[src/include/pecb_pkg.sv]
package pecb_pkg;

  // management register numbers of the indirect window
  localparam logic [4:0]  MGMT_INDIRECT_ADDR = 5'h1E;
  localparam logic [4:0]  MGMT_INDIRECT_DATA = 5'h1F;

  // extended register addresses
  localparam logic [15:0] EXT_TEN_MEG_POWER  = 16'h200A;
  localparam logic [15:0] EXT_IF_COMBO       = 16'h4000;
  localparam logic [15:0] EXT_PAD_CONTROL    = 16'h4001;
  localparam logic [15:0] EXT_COMBO2         = 16'h4003;
  localparam logic [15:0] EXT_WAKE_ADDR_HIGH = 16'h4004;
  localparam logic [15:0] EXT_WAKE_ADDR_MID  = 16'h4005;
  localparam logic [15:0] EXT_WAKE_ADDR_LOW  = 16'h4006;

  // reset values (clock direction bit is overlaid from its strap)
  localparam logic [15:0] RST_TEN_MEG_POWER  = 16'hCA02;
  localparam logic [15:0] RST_IF_COMBO       = 16'h0000;
  localparam logic [15:0] RST_PAD_CONTROL    = 16'h80EF;
  localparam logic [15:0] RST_COMBO2         = 16'h0260;
  localparam logic [15:0] RST_WAKE_ADDR      = 16'h0000;
  localparam logic [15:0] RST_INDIRECT_ADDR  = 16'h0000;

  // field positions
  localparam int IDLE_DAC_SHUTOFF_BIT   = 10;
  localparam int FAR_LOOP_BIT           = 11;
  localparam int LONG_FRAME_BIT         = 5;
  localparam int CARRIER_PAD_SRC_BIT    = 4;
  localparam int WAKE_ENABLE_BIT        = 2;
  localparam int REDUCED_IF_BIT         = 1;
  localparam int CLOCK_DIR_BIT          = 0;
  localparam int IRQ_PIN_SRC_BIT        = 15;
  localparam int MAC_DRIVE_LSB          = 4;
  localparam int MGMT_DRIVE_LSB         = 2;
  localparam int JITTER_TEST_BIT        = 14;
  localparam int WAKE_SHAPE_LSB         = 7;
  localparam int ISO_TX_CLK_BIT         = 6;
  localparam int ISO_RX_CLK_BIT         = 5;

  // drive strength forced while in scan mode
  localparam logic [1:0]  SCAN_DRIVE_STRENGTH = 2'h3;

  // accepted frame limits in bytes
  localparam logic [14:0] LONG_FRAME_BYTES  = 15'h4800;
  localparam logic [14:0] SHORT_FRAME_BYTES = 15'h1200;

  // wake interrupt pulse widths
  localparam int CLK_PERIOD_NS      = 25;
  localparam int WAKE_PULSE_A_NS    = 10000;
  localparam int WAKE_PULSE_B_NS    = 100000;
  localparam int WAKE_PULSE_C_NS    = 1000000;
  localparam int WAKE_PULSE_D_NS    = 10000000;
  localparam int WAKE_PULSE_A_CYC   = WAKE_PULSE_A_NS / CLK_PERIOD_NS;
  localparam int WAKE_PULSE_B_CYC   = WAKE_PULSE_B_NS / CLK_PERIOD_NS;
  localparam int WAKE_PULSE_C_CYC   = WAKE_PULSE_C_NS / CLK_PERIOD_NS;
  localparam int WAKE_PULSE_D_CYC   = WAKE_PULSE_D_NS / CLK_PERIOD_NS;
  localparam int WAKE_CNT_W         = 19;

  typedef enum logic [1:0] {
    PECB_MODE_MII,
    PECB_MODE_REVERSE_REDUCED,
    PECB_MODE_SECOND_REDUCED,
    PECB_MODE_FIRST_REDUCED
  } pecb_mode_e;

endpackage : pecb_pkg

[src/verilog/pecb_wake_pulse.sv]
`timescale 1ns/1ps
module pecb_wake_pulse #(
  parameter int CYC_A = pecb_pkg::WAKE_PULSE_A_CYC,
  parameter int CYC_B = pecb_pkg::WAKE_PULSE_B_CYC,
  parameter int CYC_C = pecb_pkg::WAKE_PULSE_C_CYC,
  parameter int CYC_D = pecb_pkg::WAKE_PULSE_D_CYC
) (
  input  wire logic       i_clk_sys,
  input  wire logic       i_resetn,
  input  wire logic       i_ce,
  input  wire logic       i_fire,
  input  wire logic [1:0] i_width_sel,
  output logic            o_active
);

  logic [pecb_pkg::WAKE_CNT_W-1:0] remain;
  logic [pecb_pkg::WAKE_CNT_W-1:0] load_val;

  always_comb begin
    unique case (i_width_sel)
      2'h0: load_val = pecb_pkg::WAKE_CNT_W'(CYC_A);
      2'h1: load_val = pecb_pkg::WAKE_CNT_W'(CYC_B);
      2'h2: load_val = pecb_pkg::WAKE_CNT_W'(CYC_C);
      2'h3: load_val = pecb_pkg::WAKE_CNT_W'(CYC_D);
    endcase
  end

  // a new event restarts the width rather than being dropped
  always_ff @(posedge i_clk_sys or negedge i_resetn) begin
    if (!i_resetn) begin
      remain <= '0;
    end else if (i_ce) begin
      if (i_fire) begin
        remain <= load_val;
      end else if (remain != '0) begin
        remain <= remain - 1'b1;
      end
    end
  end

  assign o_active = (remain != '0);

endmodule : pecb_wake_pulse

[src/verilog/pecb_ext_bank.sv]
`timescale 1ns/1ps
module pecb_ext_bank #(
  parameter int WAKE_CYC_A = pecb_pkg::WAKE_PULSE_A_CYC,
  parameter int WAKE_CYC_B = pecb_pkg::WAKE_PULSE_B_CYC,
  parameter int WAKE_CYC_C = pecb_pkg::WAKE_PULSE_C_CYC,
  parameter int WAKE_CYC_D = pecb_pkg::WAKE_PULSE_D_CYC
) (
  input  wire logic        i_clk_sys,
  input  wire logic        i_resetn,
  input  wire logic        i_ce,
  // management register port
  input  wire logic        i_mgmt_wr_en,
  input  wire logic        i_mgmt_rd_en,
  input  wire logic [4:0]  i_mgmt_regad,
  input  wire logic [15:0] i_mgmt_wdata,
  output logic [15:0]      o_mgmt_rdata,
  output logic             o_mgmt_rd_valid,
  // straps, sampled after reset release
  input  wire logic        i_strap_clk_dir,
  input  wire logic        i_strap_rxd1,
  // device status
  input  wire logic        i_speed_10m,
  input  wire logic        i_tx_activity,
  input  wire logic        i_isolate,
  input  wire logic        i_scan_mode,
  input  wire logic        i_rx_dv,
  input  wire logic        i_crs_dv_int,
  input  wire logic        i_general_irq,
  input  wire logic        i_wake_pkt_valid,
  input  wire logic [47:0] i_wake_pkt_dest,
  input  wire logic        i_wake_irq_clear,
  // control outputs
  output logic             o_dac_power_down,
  output logic             o_far_loop_en,
  output logic             o_long_frame_en,
  output logic [14:0]      o_frame_limit_bytes,
  output logic             o_crs_dv_pad,
  output logic             o_wake_detect_en,
  output logic [1:0]       o_mac_if_mode,
  output logic             o_txclk_is_input,
  output logic             o_rxclk_is_input,
  output logic             o_rxclk_from_dac,
  output logic [1:0]       o_mac_if_drive_strength,
  output logic [1:0]       o_mgmt_pin_drive_strength,
  output logic             o_led0_is_irq,
  output logic             o_led0_irq,
  output logic             o_wake_irq,
  output logic [47:0]      o_wake_match_addr
);

  logic [15:0] indirect_address_reg;
  logic [15:0] ten_meg_power_control;
  logic [15:0] interface_combo_control;
  logic [15:0] pad_control;
  logic [15:0] secondary_combo_control;
  logic [15:0] wake_address_high;
  logic [15:0] wake_address_middle;
  logic [15:0] wake_address_low;
  logic        strap_taken;
  logic        irq_strap;
  logic        ext_wr;
  logic        ext_hit;
  logic [15:0] ext_rdata;
  logic [15:0] next_rdata;
  logic        wake_event;
  logic        wake_level;
  logic        wake_pulse;
  logic        idle_dac_shutoff_en;
  logic        wake_detect_enable;
  logic        carrier_pad_source_sel;
  logic        irq_pin_source_sel;
  logic [2:0]  wake_irq_shape_sel;
  logic        isolate_tx_clock_input;
  logic        isolate_rx_clock_input;
  logic        clock_dir_in;
  logic [47:0] wake_addr;
  pecb_pkg::pecb_mode_e mode;

  // field views
  assign idle_dac_shutoff_en =
    ten_meg_power_control[pecb_pkg::IDLE_DAC_SHUTOFF_BIT];
  assign wake_detect_enable =
    interface_combo_control[pecb_pkg::WAKE_ENABLE_BIT];
  assign carrier_pad_source_sel =
    interface_combo_control[pecb_pkg::CARRIER_PAD_SRC_BIT];
  assign clock_dir_in =
    interface_combo_control[pecb_pkg::CLOCK_DIR_BIT];
  assign irq_pin_source_sel = pad_control[pecb_pkg::IRQ_PIN_SRC_BIT];
  assign wake_irq_shape_sel =
    secondary_combo_control[pecb_pkg::WAKE_SHAPE_LSB +: 3];
  assign isolate_tx_clock_input =
    secondary_combo_control[pecb_pkg::ISO_TX_CLK_BIT];
  assign isolate_rx_clock_input =
    secondary_combo_control[pecb_pkg::ISO_RX_CLK_BIT];
  assign wake_addr = {wake_address_high, wake_address_middle,
                      wake_address_low};

  // indirect access decode
  assign ext_wr = i_mgmt_wr_en &&
                  (i_mgmt_regad == pecb_pkg::MGMT_INDIRECT_DATA);

  always_ff @(posedge i_clk_sys or negedge i_resetn) begin
    if (!i_resetn) begin
      indirect_address_reg <= pecb_pkg::RST_INDIRECT_ADDR;
    end else if (i_ce && i_mgmt_wr_en &&
                 i_mgmt_regad == pecb_pkg::MGMT_INDIRECT_ADDR) begin
      indirect_address_reg <= i_mgmt_wdata;
    end
  end

  // straps settle only after reset, so take them on the first edge out
  always_ff @(posedge i_clk_sys or negedge i_resetn) begin
    if (!i_resetn) begin
      strap_taken <= 1'b0;
      irq_strap   <= 1'b0;
    end else if (i_ce && !strap_taken) begin
      strap_taken <= 1'b1;
      irq_strap   <= i_strap_rxd1;
    end
  end

  always_ff @(posedge i_clk_sys or negedge i_resetn) begin
    if (!i_resetn) begin
      ten_meg_power_control <= pecb_pkg::RST_TEN_MEG_POWER;
    end else if (i_ce && ext_wr &&
                 indirect_address_reg == pecb_pkg::EXT_TEN_MEG_POWER) begin
      ten_meg_power_control <= i_mgmt_wdata;
    end
  end

  // strap overlays the clock direction bit ahead of any write
  always_ff @(posedge i_clk_sys or negedge i_resetn) begin
    if (!i_resetn) begin
      interface_combo_control <= pecb_pkg::RST_IF_COMBO;
    end else if (i_ce) begin
      if (!strap_taken) begin
        interface_combo_control[pecb_pkg::CLOCK_DIR_BIT] <=
          i_strap_clk_dir;
      end else if (ext_wr &&
                   indirect_address_reg == pecb_pkg::EXT_IF_COMBO) begin
        interface_combo_control <= i_mgmt_wdata;
      end
    end
  end

  always_ff @(posedge i_clk_sys or negedge i_resetn) begin
    if (!i_resetn) begin
      pad_control <= pecb_pkg::RST_PAD_CONTROL;
    end else if (i_ce && ext_wr &&
                 indirect_address_reg == pecb_pkg::EXT_PAD_CONTROL) begin
      pad_control <= i_mgmt_wdata;
    end
  end

  always_ff @(posedge i_clk_sys or negedge i_resetn) begin
    if (!i_resetn) begin
      secondary_combo_control <= pecb_pkg::RST_COMBO2;
    end else if (i_ce && ext_wr &&
                 indirect_address_reg == pecb_pkg::EXT_COMBO2) begin
      secondary_combo_control <= i_mgmt_wdata;
    end
  end

  always_ff @(posedge i_clk_sys or negedge i_resetn) begin
    if (!i_resetn) begin
      wake_address_high   <= pecb_pkg::RST_WAKE_ADDR;
      wake_address_middle <= pecb_pkg::RST_WAKE_ADDR;
      wake_address_low    <= pecb_pkg::RST_WAKE_ADDR;
    end else if (i_ce && ext_wr) begin
      if (indirect_address_reg == pecb_pkg::EXT_WAKE_ADDR_HIGH) begin
        wake_address_high <= i_mgmt_wdata;
      end
      if (indirect_address_reg == pecb_pkg::EXT_WAKE_ADDR_MID) begin
        wake_address_middle <= i_mgmt_wdata;
      end
      if (indirect_address_reg == pecb_pkg::EXT_WAKE_ADDR_LOW) begin
        wake_address_low <= i_mgmt_wdata;
      end
    end
  end

  // extended read mux; unmapped addresses read as zero
  always_comb begin
    ext_hit   = 1'b1;
    ext_rdata = 16'h0000;
    unique case (indirect_address_reg)
      pecb_pkg::EXT_TEN_MEG_POWER:  ext_rdata = ten_meg_power_control;
      pecb_pkg::EXT_IF_COMBO:       ext_rdata = interface_combo_control;
      pecb_pkg::EXT_PAD_CONTROL:    ext_rdata = pad_control;
      pecb_pkg::EXT_COMBO2:         ext_rdata = secondary_combo_control;
      pecb_pkg::EXT_WAKE_ADDR_HIGH: ext_rdata = wake_address_high;
      pecb_pkg::EXT_WAKE_ADDR_MID:  ext_rdata = wake_address_middle;
      pecb_pkg::EXT_WAKE_ADDR_LOW:  ext_rdata = wake_address_low;
      default:                      ext_hit   = 1'b0;
    endcase
  end

  always_comb begin
    next_rdata = 16'h0000;
    if (i_mgmt_regad == pecb_pkg::MGMT_INDIRECT_ADDR) begin
      next_rdata = indirect_address_reg;
    end else if (i_mgmt_regad == pecb_pkg::MGMT_INDIRECT_DATA &&
                 ext_hit) begin
      next_rdata = ext_rdata;
    end
  end

  // read data is held until the next read
  always_ff @(posedge i_clk_sys or negedge i_resetn) begin
    if (!i_resetn) begin
      o_mgmt_rdata    <= 16'h0000;
      o_mgmt_rd_valid <= 1'b0;
    end else if (i_ce) begin
      o_mgmt_rd_valid <= i_mgmt_rd_en;
      if (i_mgmt_rd_en) begin
        o_mgmt_rdata <= next_rdata;
      end
    end
  end

  always_comb begin
    unique case ({interface_combo_control[pecb_pkg::REDUCED_IF_BIT],
                  clock_dir_in})
      2'h0: mode = pecb_pkg::PECB_MODE_MII;
      2'h1: mode = pecb_pkg::PECB_MODE_REVERSE_REDUCED;
      2'h2: mode = pecb_pkg::PECB_MODE_SECOND_REDUCED;
      2'h3: mode = pecb_pkg::PECB_MODE_FIRST_REDUCED;
    endcase
  end

  // datapath configuration outputs
  always_ff @(posedge i_clk_sys or negedge i_resetn) begin
    if (!i_resetn) begin
      o_dac_power_down    <= 1'b0;
      o_far_loop_en       <= 1'b0;
      o_long_frame_en     <= 1'b0;
      o_frame_limit_bytes <= pecb_pkg::SHORT_FRAME_BYTES;
      o_crs_dv_pad        <= 1'b0;
      o_wake_detect_en    <= 1'b0;
      o_mac_if_mode       <= 2'h0;
      o_rxclk_from_dac    <= 1'b0;
    end else if (i_ce) begin
      o_dac_power_down <= idle_dac_shutoff_en && i_speed_10m &&
                          !i_tx_activity;
      o_far_loop_en <=
        interface_combo_control[pecb_pkg::FAR_LOOP_BIT];
      o_long_frame_en <=
        interface_combo_control[pecb_pkg::LONG_FRAME_BIT];
      o_frame_limit_bytes <=
        interface_combo_control[pecb_pkg::LONG_FRAME_BIT] ?
        pecb_pkg::LONG_FRAME_BYTES : pecb_pkg::SHORT_FRAME_BYTES;
      o_crs_dv_pad <= carrier_pad_source_sel ? i_rx_dv
                                             : i_crs_dv_int;
      o_wake_detect_en <= wake_detect_enable;
      o_mac_if_mode    <= mode;
      o_rxclk_from_dac <=
        secondary_combo_control[pecb_pkg::JITTER_TEST_BIT];
    end
  end

  // scan mode owns the pads, so the fields are overridden there
  always_ff @(posedge i_clk_sys or negedge i_resetn) begin
    if (!i_resetn) begin
      o_mac_if_drive_strength   <= pecb_pkg::SCAN_DRIVE_STRENGTH;
      o_mgmt_pin_drive_strength <= pecb_pkg::SCAN_DRIVE_STRENGTH;
    end else if (i_ce) begin
      o_mac_if_drive_strength <= i_scan_mode ?
        pecb_pkg::SCAN_DRIVE_STRENGTH :
        pad_control[pecb_pkg::MAC_DRIVE_LSB +: 2];
      o_mgmt_pin_drive_strength <= i_scan_mode ?
        pecb_pkg::SCAN_DRIVE_STRENGTH :
        pad_control[pecb_pkg::MGMT_DRIVE_LSB +: 2];
    end
  end

  // under isolate a cleared bit freezes whatever direction was in use
  always_ff @(posedge i_clk_sys or negedge i_resetn) begin
    if (!i_resetn) begin
      o_txclk_is_input <= 1'b0;
    end else if (i_ce) begin
      if (!i_isolate) begin
        o_txclk_is_input <= clock_dir_in;
      end else if (isolate_tx_clock_input) begin
        o_txclk_is_input <= 1'b1;
      end
    end
  end

  always_ff @(posedge i_clk_sys or negedge i_resetn) begin
    if (!i_resetn) begin
      o_rxclk_is_input <= 1'b0;
    end else if (i_ce) begin
      if (!i_isolate) begin
        o_rxclk_is_input <= clock_dir_in;
      end else if (isolate_rx_clock_input) begin
        o_rxclk_is_input <= 1'b1;
      end
    end
  end

  // wake match against the stored 48-bit address
  assign wake_event = wake_detect_enable && i_wake_pkt_valid &&
                      (i_wake_pkt_dest == wake_addr);

  // level form: set wins over a clear in the same cycle
  always_ff @(posedge i_clk_sys or negedge i_resetn) begin
    if (!i_resetn) begin
      wake_level <= 1'b0;
    end else if (i_ce) begin
      if (wake_event) begin
        wake_level <= 1'b1;
      end else if (i_wake_irq_clear || !wake_detect_enable) begin
        wake_level <= 1'b0;
      end
    end
  end

  pecb_wake_pulse #(
    .CYC_A (WAKE_CYC_A),
    .CYC_B (WAKE_CYC_B),
    .CYC_C (WAKE_CYC_C),
    .CYC_D (WAKE_CYC_D)
  ) u_wake_pulse (
    .i_clk_sys   (i_clk_sys),
    .i_resetn    (i_resetn),
    .i_ce        (i_ce),
    .i_fire      (wake_event),
    .i_width_sel (wake_irq_shape_sel[2:1]),
    .o_active    (wake_pulse)
  );

  always_ff @(posedge i_clk_sys or negedge i_resetn) begin
    if (!i_resetn) begin
      o_wake_irq <= 1'b0;
    end else if (i_ce) begin
      o_wake_irq <= wake_irq_shape_sel[0] ? wake_pulse
                                          : wake_level;
    end
  end

  always_ff @(posedge i_clk_sys or negedge i_resetn) begin
    if (!i_resetn) begin
      o_led0_is_irq <= 1'b0;
      o_led0_irq    <= 1'b0;
    end else if (i_ce) begin
      o_led0_is_irq <= irq_strap;
      if (!irq_strap) begin
        o_led0_irq <= 1'b0;
      end else if (irq_pin_source_sel) begin
        o_led0_irq <= i_general_irq;
      end else begin
        o_led0_irq <= wake_level | wake_pulse;
      end
    end
  end

  assign o_wake_match_addr = wake_addr;

endmodule : pecb_ext_bank

[config.mk]
export PLATFORM = sky130hd
export DESIGN_NAME = pecb_ext_bank
export DESIGN_NICKNAME = d
export VERILOG_FILES = /design/src/include/pecb_pkg.sv /design/src/verilog/pecb_wake_pulse.sv /design/src/verilog/pecb_ext_bank.sv
export SDC_FILE = /design/constraint.sdc
export NUM_CORES = 1
export LEC_CHECK = 0
export ABC_AREA = 1
export BUFFER_PORTS_ARGS = -buffer_cell sky130_fd_sc_hd__buf_2
export CAP_MARGIN = 20
export CORE_ASPECT_RATIO = 0.7
export CORE_UTILIZATION = 50
export DETAILED_ROUTE_END_ITERATION = 7
export PLACE_DENSITY = 0.76
export SLEW_MARGIN = 20
export SYNTH_ARGS = -nofsm -noshare
export SYNTH_HDL_FRONTEND = slang
export SYNTH_SLANG_ARGS = --single-unit
[constraint.sdc]
create_clock -name i_clk_sys -period 2.7 [get_ports i_clk_sys]
set_clock_uncertainty 0.05 [all_clocks]
set_input_delay 0.135 -clock i_clk_sys [delete_from_list [all_inputs] [get_ports i_clk_sys]]
set_output_delay 0.135 -clock i_clk_sys [all_outputs]
set_load 0.01 [all_outputs]
# Word-level counts from Yosys, hierarchy flattened
# Index checks and enable logic that the tools add are counted.
[totals]
reg_bits = 199
latch_bits = 0
mem_bits_rw = 0
romBits = 0
word_cells = 108
memories = 0
[classes]
addsub = 1
n_mul = 0
div = 0
n_lt_le_gt_ge = 0
eq_ne = 19
shift = 0
mux = 23
n_bitwise = 1
reduce_logical = 34
[op_table]
columns = ["op", "count"]
rows = [
  ["16-bit one-hot mux with 7 select lines", 1],
  ["16-bit by 15-bit == test with 1-bit output (second input constant)", 6],
  ["19-bit one-hot mux with 4 select lines", 1],
  ["48-bit == test", 1],
  ["19-bit two-way mux", 2],
  ["16-bit two-way mux", 2],
  ["19-bit nonzero test", 1],
  ["19-bit by 1-bit subtractor with 19-bit output (second input constant)", 1],
  ["2-bit AND reduction", 9],
  ["16-bit by 14-bit == test with 1-bit output (second input constant)", 1],
  ["15-bit two-way mux", 1],
  ["1-bit logical AND", 14],
  ["1-bit two-way mux", 13],
  ["5-bit == test (second input constant)", 2],
  ["2-bit == test (second input constant)", 4],
  ["2-bit one-hot mux with 4 select lines", 1],
  ["7-bit OR reduction", 1],
  ["2-bit by 1-bit != test with 1-bit output (second input constant)", 3],
  ["2-bit by 1-bit == test with 1-bit output (second input constant)", 2],
  ["2-bit logical NOT", 2],
  ["2-bit two-way mux", 2],
  ["2-bit nonzero test", 2],
  ["1-bit logical NOT", 3],
  ["3-bit AND reduction", 1],
  ["2 further kinds", 2],
]

# Longest topological paths before layout
# Gate-level depths: netlist (run 1).
[depth]
ltp_word = 6
mapped_depth = 14
ltp_nobuf = 13

# Hierarchy
# A second synthesis (run 1) with hierarchy kept.
[hier_totals]
cells_unflattened = 1401
hier_area_um2 = 10288.6
[modules_own_cells]
columns = ["module", "instances", "cells_each", "area_per_inst_um2"]
rows = [
  ["pecb_ext_bank", 1, 1190, 8802.2],
  ["pecb_wake_pulse", 1, 211, 1486.4],
]

# Worst setup path after synthesis (run 1)
# Ideal clock, no wire load.
[synth_timing]
path_kind = "reg2reg"
start = "register wake_address_high[4]"
end = "register u_wake_pulse.remain[16] (netlist bit)"
setup_ns = 0.118
arrival_time_ns = 1.638
t_required_ns = 2.532
path_slack_ns = 0.894
path_stages_with_launch = 12
n_path_buf = 1
synth_period_minus_slack_ns = 1.806
cell_sequence = "dfrtp_1 xnor2_1 nand2_1 nor2_1 nand3_1 nor2_2 nand3_2 nand2_2 inv_2 buf_6 nand2_1 nand2_1"
[synth_via]
elab_chain_cells = 4
elab_cells_between_ends = 5
classes_between = "1 x eq/ne; 1 x mux; 3 x reduce/logical"
[synth_lines]
columns = ["item", "line_no", "source"]
rows = [
  ["start: declaration", "pecb_ext_bank.sv:56", "logic [15:0] wake_address_high;"],
  ["start signal: assignment", "pecb_ext_bank.sv:166", "wake_address_high <= pecb_pkg::RST_WAKE_ADDR;"],
  ["start signal: assignment", "pecb_ext_bank.sv:171", "wake_address_high <= i_mgmt_wdata;"],
  ["48-bit == test (*)", "pecb_ext_bank.sv:303", "(i_wake_pkt_dest == wake_addr);"],
  ["1-bit logical AND (*)", "pecb_ext_bank.sv:302", "assign wake_event = wake_detect_enable && i_wake_pkt_valid &&"],
  ["2-bit nonzero test (no line)", "-", ""],
  ["2-bit AND reduction (no line)", "-", ""],
  ["end signal: assignment", "pecb_wake_pulse.sv:34", "remain <= load_val;"],
  ["end signal: assignment", "pecb_wake_pulse.sv:36", "remain <= remain - 1'b1;"],
  ["end: declaration", "pecb_wake_pulse.sv:16", "logic [pecb_pkg::WAKE_CNT_W-1:0] remain;"],
]
# Mark *: on every way between the ends. The rest lies on a longest branch, timed or not.
# A chain may end at the register's enable or synchronous reset.

# Final worst setup path (run 1)
[layout_timing]
start = "register indirect_address_reg[5]"
end = "register interface_combo_control[0]"
[layout_via]
elab_chain_cells = 4
[layout_lines]
columns = ["item", "line_no", "source"]
rows = [
  ["start: declaration", "pecb_ext_bank.sv:51", "logic [15:0] indirect_address_reg;"],
  ["start signal: assignment", "pecb_ext_bank.sv:104", "indirect_address_reg <= pecb_pkg::RST_INDIRECT_ADDR;"],
  ["start signal: assignment", "pecb_ext_bank.sv:107", "indirect_address_reg <= i_mgmt_wdata;"],
  ["16-bit by 15-bit == test with 1-bit output", "pecb_ext_bank.sv:140", "indirect_address_reg == pecb_pkg::EXT_IF_COMBO) begin"],
  ["1-bit logical AND", "pecb_ext_bank.sv:139", "end else if (ext_wr &&"],
  ["2-bit by 1-bit != test with 1-bit output (no line)", "-", ""],
  ["2-bit AND reduction (no line)", "-", ""],
  ["end signal: assignment", "pecb_ext_bank.sv:134", "interface_combo_control <= pecb_pkg::RST_IF_COMBO;"],
  ["end signal: indexed assignment", "pecb_ext_bank.sv:137", "interface_combo_control[pecb_pkg::CLOCK_DIR_BIT] <="],
  ["end signal: assignment", "pecb_ext_bank.sv:141", "interface_combo_control <= i_mgmt_wdata;"],
  ["end: declaration", "pecb_ext_bank.sv:53", "logic [15:0] interface_combo_control;"],
]
# Every way passes these cells.

==> results by group, run 1 <==
Setup path
  – Critical-path top delay cell: dlygate4sd3_1
  – Critical Path, Cell by Cell: nor2_2, nand3_4, nor2_4, buf_6, nand2_2, inv_2, nand4_1, nand2_1, nor2_1, a31oi_1, dlygate4sd3_1
  – Biggest fanout along the worst timing path: 15
  – CP startpoint kind: register
  – Crit path arrival time: roughly 2800 ps
  – Max stage delay on crit path: 570 ps
  – Crit end category: register
  – Crit path required time: approximately 3000 ps
  – Setup Crit Path Kind: register to register

STA
  – Max Slew Vio Count: 0
  – FMAX: just over 400 MHz
  – Tcrit/Tclk final: 0.921
  – Slew headroom: 0.540
  – Post-route setup TNS: 0 ps
  – Slew @ Worst Pin: slightly below 700 ps
  – Hold_ws: between 40 and 50 ps
  – Hold Vio Cnt, Final: 0
  – Count of final setup violators: 0
  – Final Critical Period: between 2000 and 2500 ps
  – Slack of the critical path: roughly 210 ps

Placement
  – Final HPWL DP: about 26 mm
  – Worst slack, placed: between 400 and 500 ps
  – Gpl congestion: 1.01
  – Inst Count DP: between 1500 and 2000
  – IO buf count: 170

Die
  – Core area: about 20000 sq um
  – Rows: 43
  – DIE AREA: about 21000 sq um
  – Die Span X: approximately 170 um
  – Die Ht: 123 um
  – I/O pin count: ~180
  – Initial Util: 0.518

Global route
  – Initial antenna violation count: 1
  – First-pass GRT wire length: around 54 mm
  – Vias in the first global route: roughly 9400
  – Total congestion overflow: 0
  – Gr usage total: 0.335
  – Pin count of the biggest net entering global routing: 72

Logic synthesis
  – Compound-Gate Fraction of Synth Area: 0.108
  – Post-synthesis mux area share: 0.00204
  – Largest family of logic cells by synthesized area: simple AND/OR/NAND/NOR gates
  – Number of different library cells in the post-synthesis netlist: 39
  – Syn. warnings: 0
  – Post-Synth Simple-Gate Area: 0.315
  – Gate Count Post-Synth: 1481
  – Main synth FF type: dfrtp_1
  – Top cell type's share of synthesized area: 0.393
  – Average cell area after synthesis: between 7 and 8 sq um
  – Top cell type by total area after synthesis: dfrtp_1
  – Mapped cell area: ~10000 sq um
  – Top-count cell post-synth: nand2_1
  – #FFs+latches synth: ~190
  – Post-Synth XOR/XNOR Area: 0.0160
  – Sequential fraction of the synthesis area: 0.446
  – Top cells by count, synth: nand2_1, inv_1, o21ai_0
  – Asr flop ratio synth: 1.00
  – Post-synth EDFFs: 0
  – Adder-cell area share of the yosys netlist: 0.00840
  – Top post-synthesis cells by area: dfrtp_1, nand2_1, o21ai_0

Clock network
  – CTS tree: done
  – Num CTS Buffers: 17
  – CTS max path bufs: 2
  – # clock sinks: ~190
  – Root Buffer: clkbuf_16
  – CTS clock-pin slew for the worst setup and hold paths: 70 ps
  – Later-pin clock latency in the skew report: about 440 ps
  – CTS H-tree depth: 4

Routing
  – Per-cell routed wire length: ~18 um
  – Vias/cell: approximately 5.4
  – Residual DRC: 0
  – Drt first-iter violations: between 1000 and 1500
  – Routed WL: about 35 mm
  – Vias: approximately 11000
  – Detail Route Antenna Nets: 0
  – First drt pass iteration count: 6

Worst hold path
  – Hold Crit Class: input port to register

Power
  – Sw Share: 0.318
  – Max IR drop VDD: roughly 0.44 mV
  – Clock power frac: 0.367
  – Combinational power share: 0.198
  – Overall Power: 7.23 mW
  – PwrDens: ~580 nW/um^2
  – Int Power: between 4 and 5 mW
  – Pleak: 6.41 nW
  – Net Sw Power: 2.30 mW
  – Sequential share of power: 0.435

Finish
  – Cell Count, Final, Fillers Out: 1949
  – Area Growth Syn to Fin: 18.7%
  – Max reg flops: 19
  – # diodes: 0
  – Layout cells sized above 1: 0.176
  – Nets: 1758
  – Reg with most FFs: u_wake_pulse.remain

Status
  – Status: completed

Run
  – Max-Cap Viols: 0
## routing by layer
metal	up-vias	wire, um	global-route usage
met1	4909	15500	0.495
met2	598	14100	0.469
met4	2	778	0.0967
met3	55	4360	0.0994
li1	4958	-	-
met5	-	13	0
## final timing paths
check | startpoint | end | slack (ps) | depth (start not counted)
min in group asynchronous | i_resetn | indirect_address_reg[9] | 190 | 2
max reg2reg | indirect_address_reg[5] | interface_combo_control[0] | 210 | 11
min | i_mgmt_rd_en | o_mgmt_rd_valid | 40 | 3
max | indirect_address_reg[5] | interface_combo_control[0] | 210 | 11
min reg2reg | o_mgmt_pin_drive_strength[1] | o_mgmt_pin_drive_strength[1] | 420 | 2
max in group asynchronous | i_resetn | secondary_combo_control[9] | 1580 | 3
## cell type report
class,count,area (sq um)
inverter,202,758
fill,1904,7740
sequential,185,4660
timing repair buffer,218,1280
clock inverter,12,153
tap,270,338
clock buffer,20,457
multi-input combinational,1042,4740
## power groups by stage
stage	logic, mW	clock network [mW]	registers, mW
floorplan	0.947	0	3.18
global placement	1.34	0	3.19
detailed placement	1.37	0	3.19
CTS	1.39	2.67	3.14
global route	1.61	2.78	3.18
finish	1.43	2.65	3.15
## worst max-delay path, delay by kind of cell (launching register included)
kind                   cells  cell delay (ps)
buffers and inverters      3              850
flip-flops                 1              420
AO/OA/AOI/OAI              1              140
AND/OR/NAND/NOR            7              970
## timing repair
item	CTS	global route
setup endpoints to repair	0	1
hold buffers	13	0
endpoints found under the hold margin	68	0
buffers inserted	0	4
resized for setup	0	2
## through the flow
step	area, sq um	utilization
5_1_grt	12400	0.615
6_report	12400	0.615
3_5_place_dp	11600	0.576
2_1_floorplan	10500	-
3_3_place_gp	11600	0.576
4_1_cts	12300	0.613
## cells by family after synthesis
family          count (synthesis)
simple gates                  788
buf+inv                       264
compound gates                215
flops                         185
xor+xnor                       19
fa+ha+maj                       7
mux                             2
other cells                     1
## cell usage in the layout (no fill, tap or decap), types with 17 or more instances in the layout
cell,Yosys,routed
dfrtp_1,164,164
o21ai_0,173,173
nor2_1,146,146
buf_4,15,32
nand2_1,489,489
clkbuf_16,0,17
nand3_1,96,96
inv_1,198,198
dfstp_2,21,21
buf_2,11,169
(Power assumes the default switching activity.)
==> inputs of run 2 (changes only) <==
--- a/config.mk
+++ b/config.mk
@@ -6,7 +6,7 @@
 export NUM_CORES = 1
 export LEC_CHECK = 0
 export ABC_AREA = 1
-export BUFFER_PORTS_ARGS = -buffer_cell sky130_fd_sc_hd__buf_2
+export BUFFER_PORTS_ARGS = -buffer_cell sky130_fd_sc_hd__buf_4
 export CAP_MARGIN = 20
 export CORE_ASPECT_RATIO = 0.7
 export CORE_UTILIZATION = 50
==> results by group, run 2 (synthesis results as in run 1) <==
Setup path
  – Critical-path top delay cell: dlygate4sd3_1
  – Critical Path, Cell by Cell: nor2_4, nand3_4, nor2_4, nand2_2, inv_2, nand4_1, nand2_1, nor2_1, a31oi_1, dlygate4sd3_1
  – Max stage delay on crit path: between 500 and 600 ps
  – Crit path arrival time: approximately 2800 ps
  – Crit end category: register
  – R2R Path End: interface_combo_control[0]
  – Crit-path most repeated cell: nor2_4
  – Setup Crit Path Kind: register to register
  – CP startpoint kind: register
  – Worst R2R Path Depth: 10
  – Crit path required time: 3020 ps
  – Worst reg2reg path startpoint: indirect_address_reg[12]
  – Flop2flop setup slack: about 250 ps
  – Biggest fanout along the worst timing path: 7

Clock network
  – CTS clock-pin slew for the worst setup and hold paths: roughly 70 ps
  – Resized Gates After CTS: 0
  – Num CTS Buffers: 17
  – CTS tree: done
  – CTS max path bufs: 2
  – Later-pin clock latency in the skew report: between 400 and 500 ps
  – CTS H-tree depth: 4
  – # clock sinks: approximately 190
  – Root Buffer: clkbuf_16

Die
  – Die Ht: 123 um
  – Rows: 43
  – Core area: between 20000 and 25000 sq um
  – I/O pin count: about 180
  – Die Span X: roughly 170 um
  – Initial Util: 0.518
  – DIE AREA: 21500 sq um

Global route
  – Pin count of the biggest net entering global routing: 82
  – Total congestion overflow: 0
  – Gr usage total: 0.331
  – Vias in the first global route: ~9500
  – First-pass GRT wire length: roughly 53 mm
  – Initial antenna violation count: 0

Power
  – Max IR drop VDD: 0.370 mV
  – PwrDens: 565 nW/um^2
  – Pleak: around 6.5 nW

STA
  – Tcrit/Tclk final: 0.908
  – Hold Vio Cnt, Final: 0
  – Slew @ Worst Pin: ~640 ps
  – Count of final setup violators: 0
  – Final Critical Period: between 2000 and 2500 ps
  – Post-route setup TNS: 0 ps
  – Max Slew Vio Count: 0
  – Slew headroom: 0.570
  – FMAX: approximately 410 MHz
  – RSZ-0062 raised after global routing: no

Finish
  – Layout cells sized above 1: 0.172
  – Reg with most FFs: u_wake_pulse.remain
  – Finished Core Util: 0.632
  – Area Growth Syn to Fin: 22.0%
  – Commonest non-fill, non-tap cell in the layout: nand2_1
  – Nets: around 1800
  – # diodes: 0
  – Filler cells: roughly 1800
  – Commonest non-fill, non-tap cells in the layout: nand2_1, inv_1, buf_4, o21ai_0, dfrtp_1
  – Max reg flops: 19

Worst hold path
  – Hold Path Origin: i_wake_pkt_valid
  – Hold Crit Class: input port to register
  – Worst hold path stage count: 7
  – Hold Crit Endpoint: u_wake_pulse.remain[8]

Routing
  – Vias: around 10000
  – Per-cell routed wire length: about 18 um
  – Residual DRC: 0
  – Vias/cell: 5.37
  – Detail Route Antenna Nets: 0
  – First drt pass iteration count: 6
  – Drt first-iter violations: approximately 1400
  – Routed WL: roughly 34 mm

Placement
  – Gpl congestion: a little over 1
  – Final HPWL DP: 25.3 mm
  – IO buf count: 170

Run
  – Max-Cap Viols: 0

Status
  – Status: completed
## run 2: changes by cell type in the layout (fill, tap and decap cells not counted), moves of 2 or more
cell	delta
clkinv_4	+2
buf_4	+163
inv_8	-2
buf_2	-169
## run 2: how the worst max path moves through the flow
| stage | start | endpoint | slack, ps | cells after the start |
|---|---|---|---|---|
| after CTS | indirect_address_reg[12] | interface_combo_control[0] | 300 | 10 |
| after global routing | indirect_address_reg[12] | interface_combo_control[0] | 150 | 10 |
| final | indirect_address_reg[12] | interface_combo_control[0] | 250 | 10 |
| after detailed placement | wake_address_high[6] | u_wake_pulse.remain[5] | 430 | 10 |
| after floorplan | wake_address_high[4] | u_wake_pulse.remain[16] | 890 | 11 |
| after global placement | wake_address_high[8] | u_wake_pulse.remain[5] | 420 | 10 |
## run 2: final cells by class
cell class | instances | area (sq um) | share of cell area
tap | 270 | 338 | 0.0265
multi-input combinational | 1042 | 4730 | 0.372
sequential | 185 | 4660 | 0.366
clock buffer | 21 | 460 | 0.0362
clock inverter | 11 | 136 | 0.0107
inverter | 202 | 758 | 0.0596
timing repair buffer | 211 | 1650 | 0.129
## run 2: through the flow
| stage | power, mW | hold slack [ps] | area [sq um] | std cells | setup WS (ps) |
|---|---|---|---|---|---|
| 6_report | 7.19 | 147 | 12700 | 1942 | 247 |
| 5_1_grt | 7.53 | 162 | 12700 | 1942 | 153 |
| 4_1_cts | 7.18 | 118 | 12700 | 1942 | 300 |
| 3_5_place_dp | 4.61 | 94.9 | 12000 | 1897 | 432 |
| 3_3_place_gp | 4.57 | 93.9 | 12000 | 1897 | 425 |
| 2_1_floorplan | 4.12 | -211 | 10500 | 1491 | 894 |
## run 2: what timing repair did
item,4_1_cts,5_1_grt
hold buffers,13,0
buffers inserted,0,0
endpoints found under the hold margin,56,0
## run 2: routing by layer
layer	global-route usage	share of wire	up-vias
met1	0.499	0.46	4844
met2	0.474	0.41	574
li1	-	-	4949
met3	0.0762	0.11	55
met5	0	0	-
met4	0.0918	0.023	0
## run 2: worst max-delay path, delay by kind of cell (launching register included)
kind            cells  cell delay (ps)
compound gates      1              120
buf+inv             2              680
flops               1              430
simple gates        7             1110
## run 2: where the power goes
part | leakage [nW] | internal [mW] | switching, mW
combinational | 3.72 | 0.549 | 0.888
clock | 0.291 | 1.43 | 1.16
sequential | 2.44 | 2.97 | 0.191
==> inputs of run 3 (changes only) <==
--- a/config.mk
+++ b/config.mk
@@ -11,7 +11,7 @@
 export CORE_ASPECT_RATIO = 0.7
 export CORE_UTILIZATION = 50
 export DETAILED_ROUTE_END_ITERATION = 7
-export PLACE_DENSITY = 0.76
+export PLACE_DENSITY = 0.83
 export SLEW_MARGIN = 20
 export SYNTH_ARGS = -nofsm -noshare
 export SYNTH_HDL_FRONTEND = slang
==> constraint.sdc (replaced) <==
create_clock -name i_clk_sys -period 2.6 [get_ports i_clk_sys]
set_clock_uncertainty 0.05 [all_clocks]
set_input_delay 0.13 -clock i_clk_sys [delete_from_list [all_inputs] [get_ports i_clk_sys]]
set_output_delay 0.13 -clock i_clk_sys [all_outputs]
set_load 0.01 [all_outputs]
==> results by group, run 3 (synthesis results as in run 1) <==
Setup path
  – Crit end category: register
  – Flop2flop setup slack: 140 ps
  – R2R Path End: interface_combo_control[0]
  – Worst reg2reg path startpoint: indirect_address_reg[3]
  – Biggest fanout along the worst timing path: 7
  – Setup Crit Path Kind: register to register
  – Worst R2R Path Depth: 10
  – Crit path arrival time: 2800 ps
  – CP startpoint kind: register
  – Crit path required time: just under 3000 ps

Clock network
  – CTS clock-pin slew for the worst setup and hold paths: around 80 ps
  – CTS max path bufs: 2
  – Root Buffer: clkbuf_16
  – # clock sinks: around 190
  – Later-pin clock latency in the skew report: 450 ps
  – Num CTS Buffers: 17
  – CTS H-tree depth: 4
  – CTS tree: done

Die
  – Die Ht: 123 um
  – Initial Util: 0.518
  – Rows: between 40 and 50
  – Die Span X: approximately 170 um
  – I/O pin count: between 150 and 200
  – Core area: roughly 20000 sq um
  – DIE AREA: between 20000 and 25000 sq um

Global route
  – Vias in the first global route: ~10000
  – Total congestion overflow: 0
  – First-pass GRT wire length: ~55 mm
  – Gr usage total: 0.342
  – Pin count of the biggest net entering global routing: 78
  – Initial antenna violation count: 2

Finish
  – Final Cell Area: between 10000 and 15000 sq um
  – Sequential cell area: around 4700 sq um
  – Multi-input logic area: ~4700 sq um
  – Reg with most FFs: u_wake_pulse.remain
  – Commonest non-fill, non-tap cell in the layout: nand2_1
  – Layout cells sized above 1: 0.176
  – Cell Count, Final, Fillers Out: roughly 2000
  – Filler cells: around 1800
  – Finished Core Util: 0.637
  – Max reg flops: 19
  – Area Growth Syn to Fin: 22.9%
  – Commonest non-fill, non-tap cells in the layout: nand2_1, buf_4, inv_1, o21ai_0, dfrtp_1
  – Nets: 1758

Worst hold path
  – Hold Crit Endpoint: o_mac_if_drive_strength[1]
  – Worst hold path stage count: 3
  – Hold Path Origin: i_ce
  – Hold Crit Class: input port to register

Routing
  – Vias/cell: roughly 5.5
  – First drt pass iteration count: 6
  – Drt first-iter violations: about 1500
  – Residual DRC: 0
  – Per-cell routed wire length: between 15 and 20 um
  – Routed WL: 36.0 mm
  – Vias: between 10000 and 15000
  – Detail Route Antenna Nets: 0

Power
  – Max IR drop VDD: 0.524 mV
  – PwrDens: about 600 nW/um^2
  – Pleak: approximately 6.5 nW
  – Overall Power: ~7.7 mW

Run
  – Max-Cap Viols: 0

Placement
  – Inst Count DP: around 1900
  – Gpl congestion: approximately 1.1
  – IO buf count: between 150 and 200
  – Worst slack, placed: 228 ps
  – Area of placed instances: roughly 12000 sq um
  – Final HPWL DP: between 20 and 30 mm

STA
  – Slack of the critical path: roughly 140 ps
  – Tcrit/Tclk final: 0.946
  – Post-route setup TNS: 0 ps
  – Hold_ws: between 9 and 10 ps
  – Slew @ Worst Pin: ~750 ps
  – Hold Vio Cnt, Final: 0
  – FMAX: about 410 MHz
  – Slew headroom: 0.503
  – Final Critical Period: approximately 2500 ps
  – Max Slew Vio Count: 0
  – Count of final setup violators: 0

Status
  – Status: completed
run 3: cell types whose count changed in the layout (fill, tap and decap cells not counted), moves of 2 or more:
cell	delta
clkbuf_8	-2
inv_8	+2
clkinvlp_4	+2
nand2_2	-2
nand2_4	+2
buf_4	+7
run 3: what timing repair did:
item / 4_1_cts / 5_1_grt
setup endpoints to repair: 0 / 18
gates resized for setup: 0 / 3
hold buffers: 13 / 0
hold endpoints to repair: 70 / 0
buffers inserted: 0 / 5
run 3: final cells by class:
type                            instances  share of cell area
Clock inverter                         14              0.0145
Clock buffer                           18              0.0335
Timing Repair Buffer                  218               0.132
Multi-Input combinational cell       1042               0.371
Tap cell                              270              0.0264
Sequential cell                       185               0.363
Inverter                              202              0.0592
Antenna cell                            1            0.000195
run 3: report_power, final:
part	switching (mW)	leakage, nW	internal, mW	total (mW)
Combinational	0.971	3.77	0.617	1.59
Clock	1.26	0.293	1.54	2.80
Sequential	0.211	2.44	3.08	3.29
Total	2.44	6.50	5.24	7.68
run 3: worst max path at each step:
| stage | startpoint | end | slack [ps] | cells after the start |
|---|---|---|---|---|
| detailed placement | wake_address_high[8] | u_wake_pulse.remain[18] | 230 | 10 |
| global route | indirect_address_reg[5] | interface_combo_control[0] | -7 | 10 |
| floorplan | wake_address_high[4] | u_wake_pulse.remain[16] | 790 | 11 |
| finish | indirect_address_reg[3] | interface_combo_control[0] | 140 | 10 |
| global placement | wake_address_high[8] | u_wake_pulse.remain[14] | 310 | 10 |
| CTS | indirect_address_reg[5] | interface_combo_control[0] | 50 | 10 |
run 3: worst max-delay path: stages (launching register included):
cell,delay [ps]
dfrtp_1,470
nor2_2,210
nand3_2,130
nor2_4,220
nand2_4,110
inv_2,110
nand4_1,170
nand2_1,140
nor2_1,50
a31oi_1,160
dlygate4sd3_1,560
run 3: metal layers:
metal / vias to the layer above / GRT usage / part of all wire
met5: - / 0 / 0
met4: 0 / 0.114 / 0.026
met3: 76 / 0.123 / 0.15
met2: 728 / 0.494 / 0.41
met1: 5029 / 0.474 / 0.41
li1: 4962 / - / -
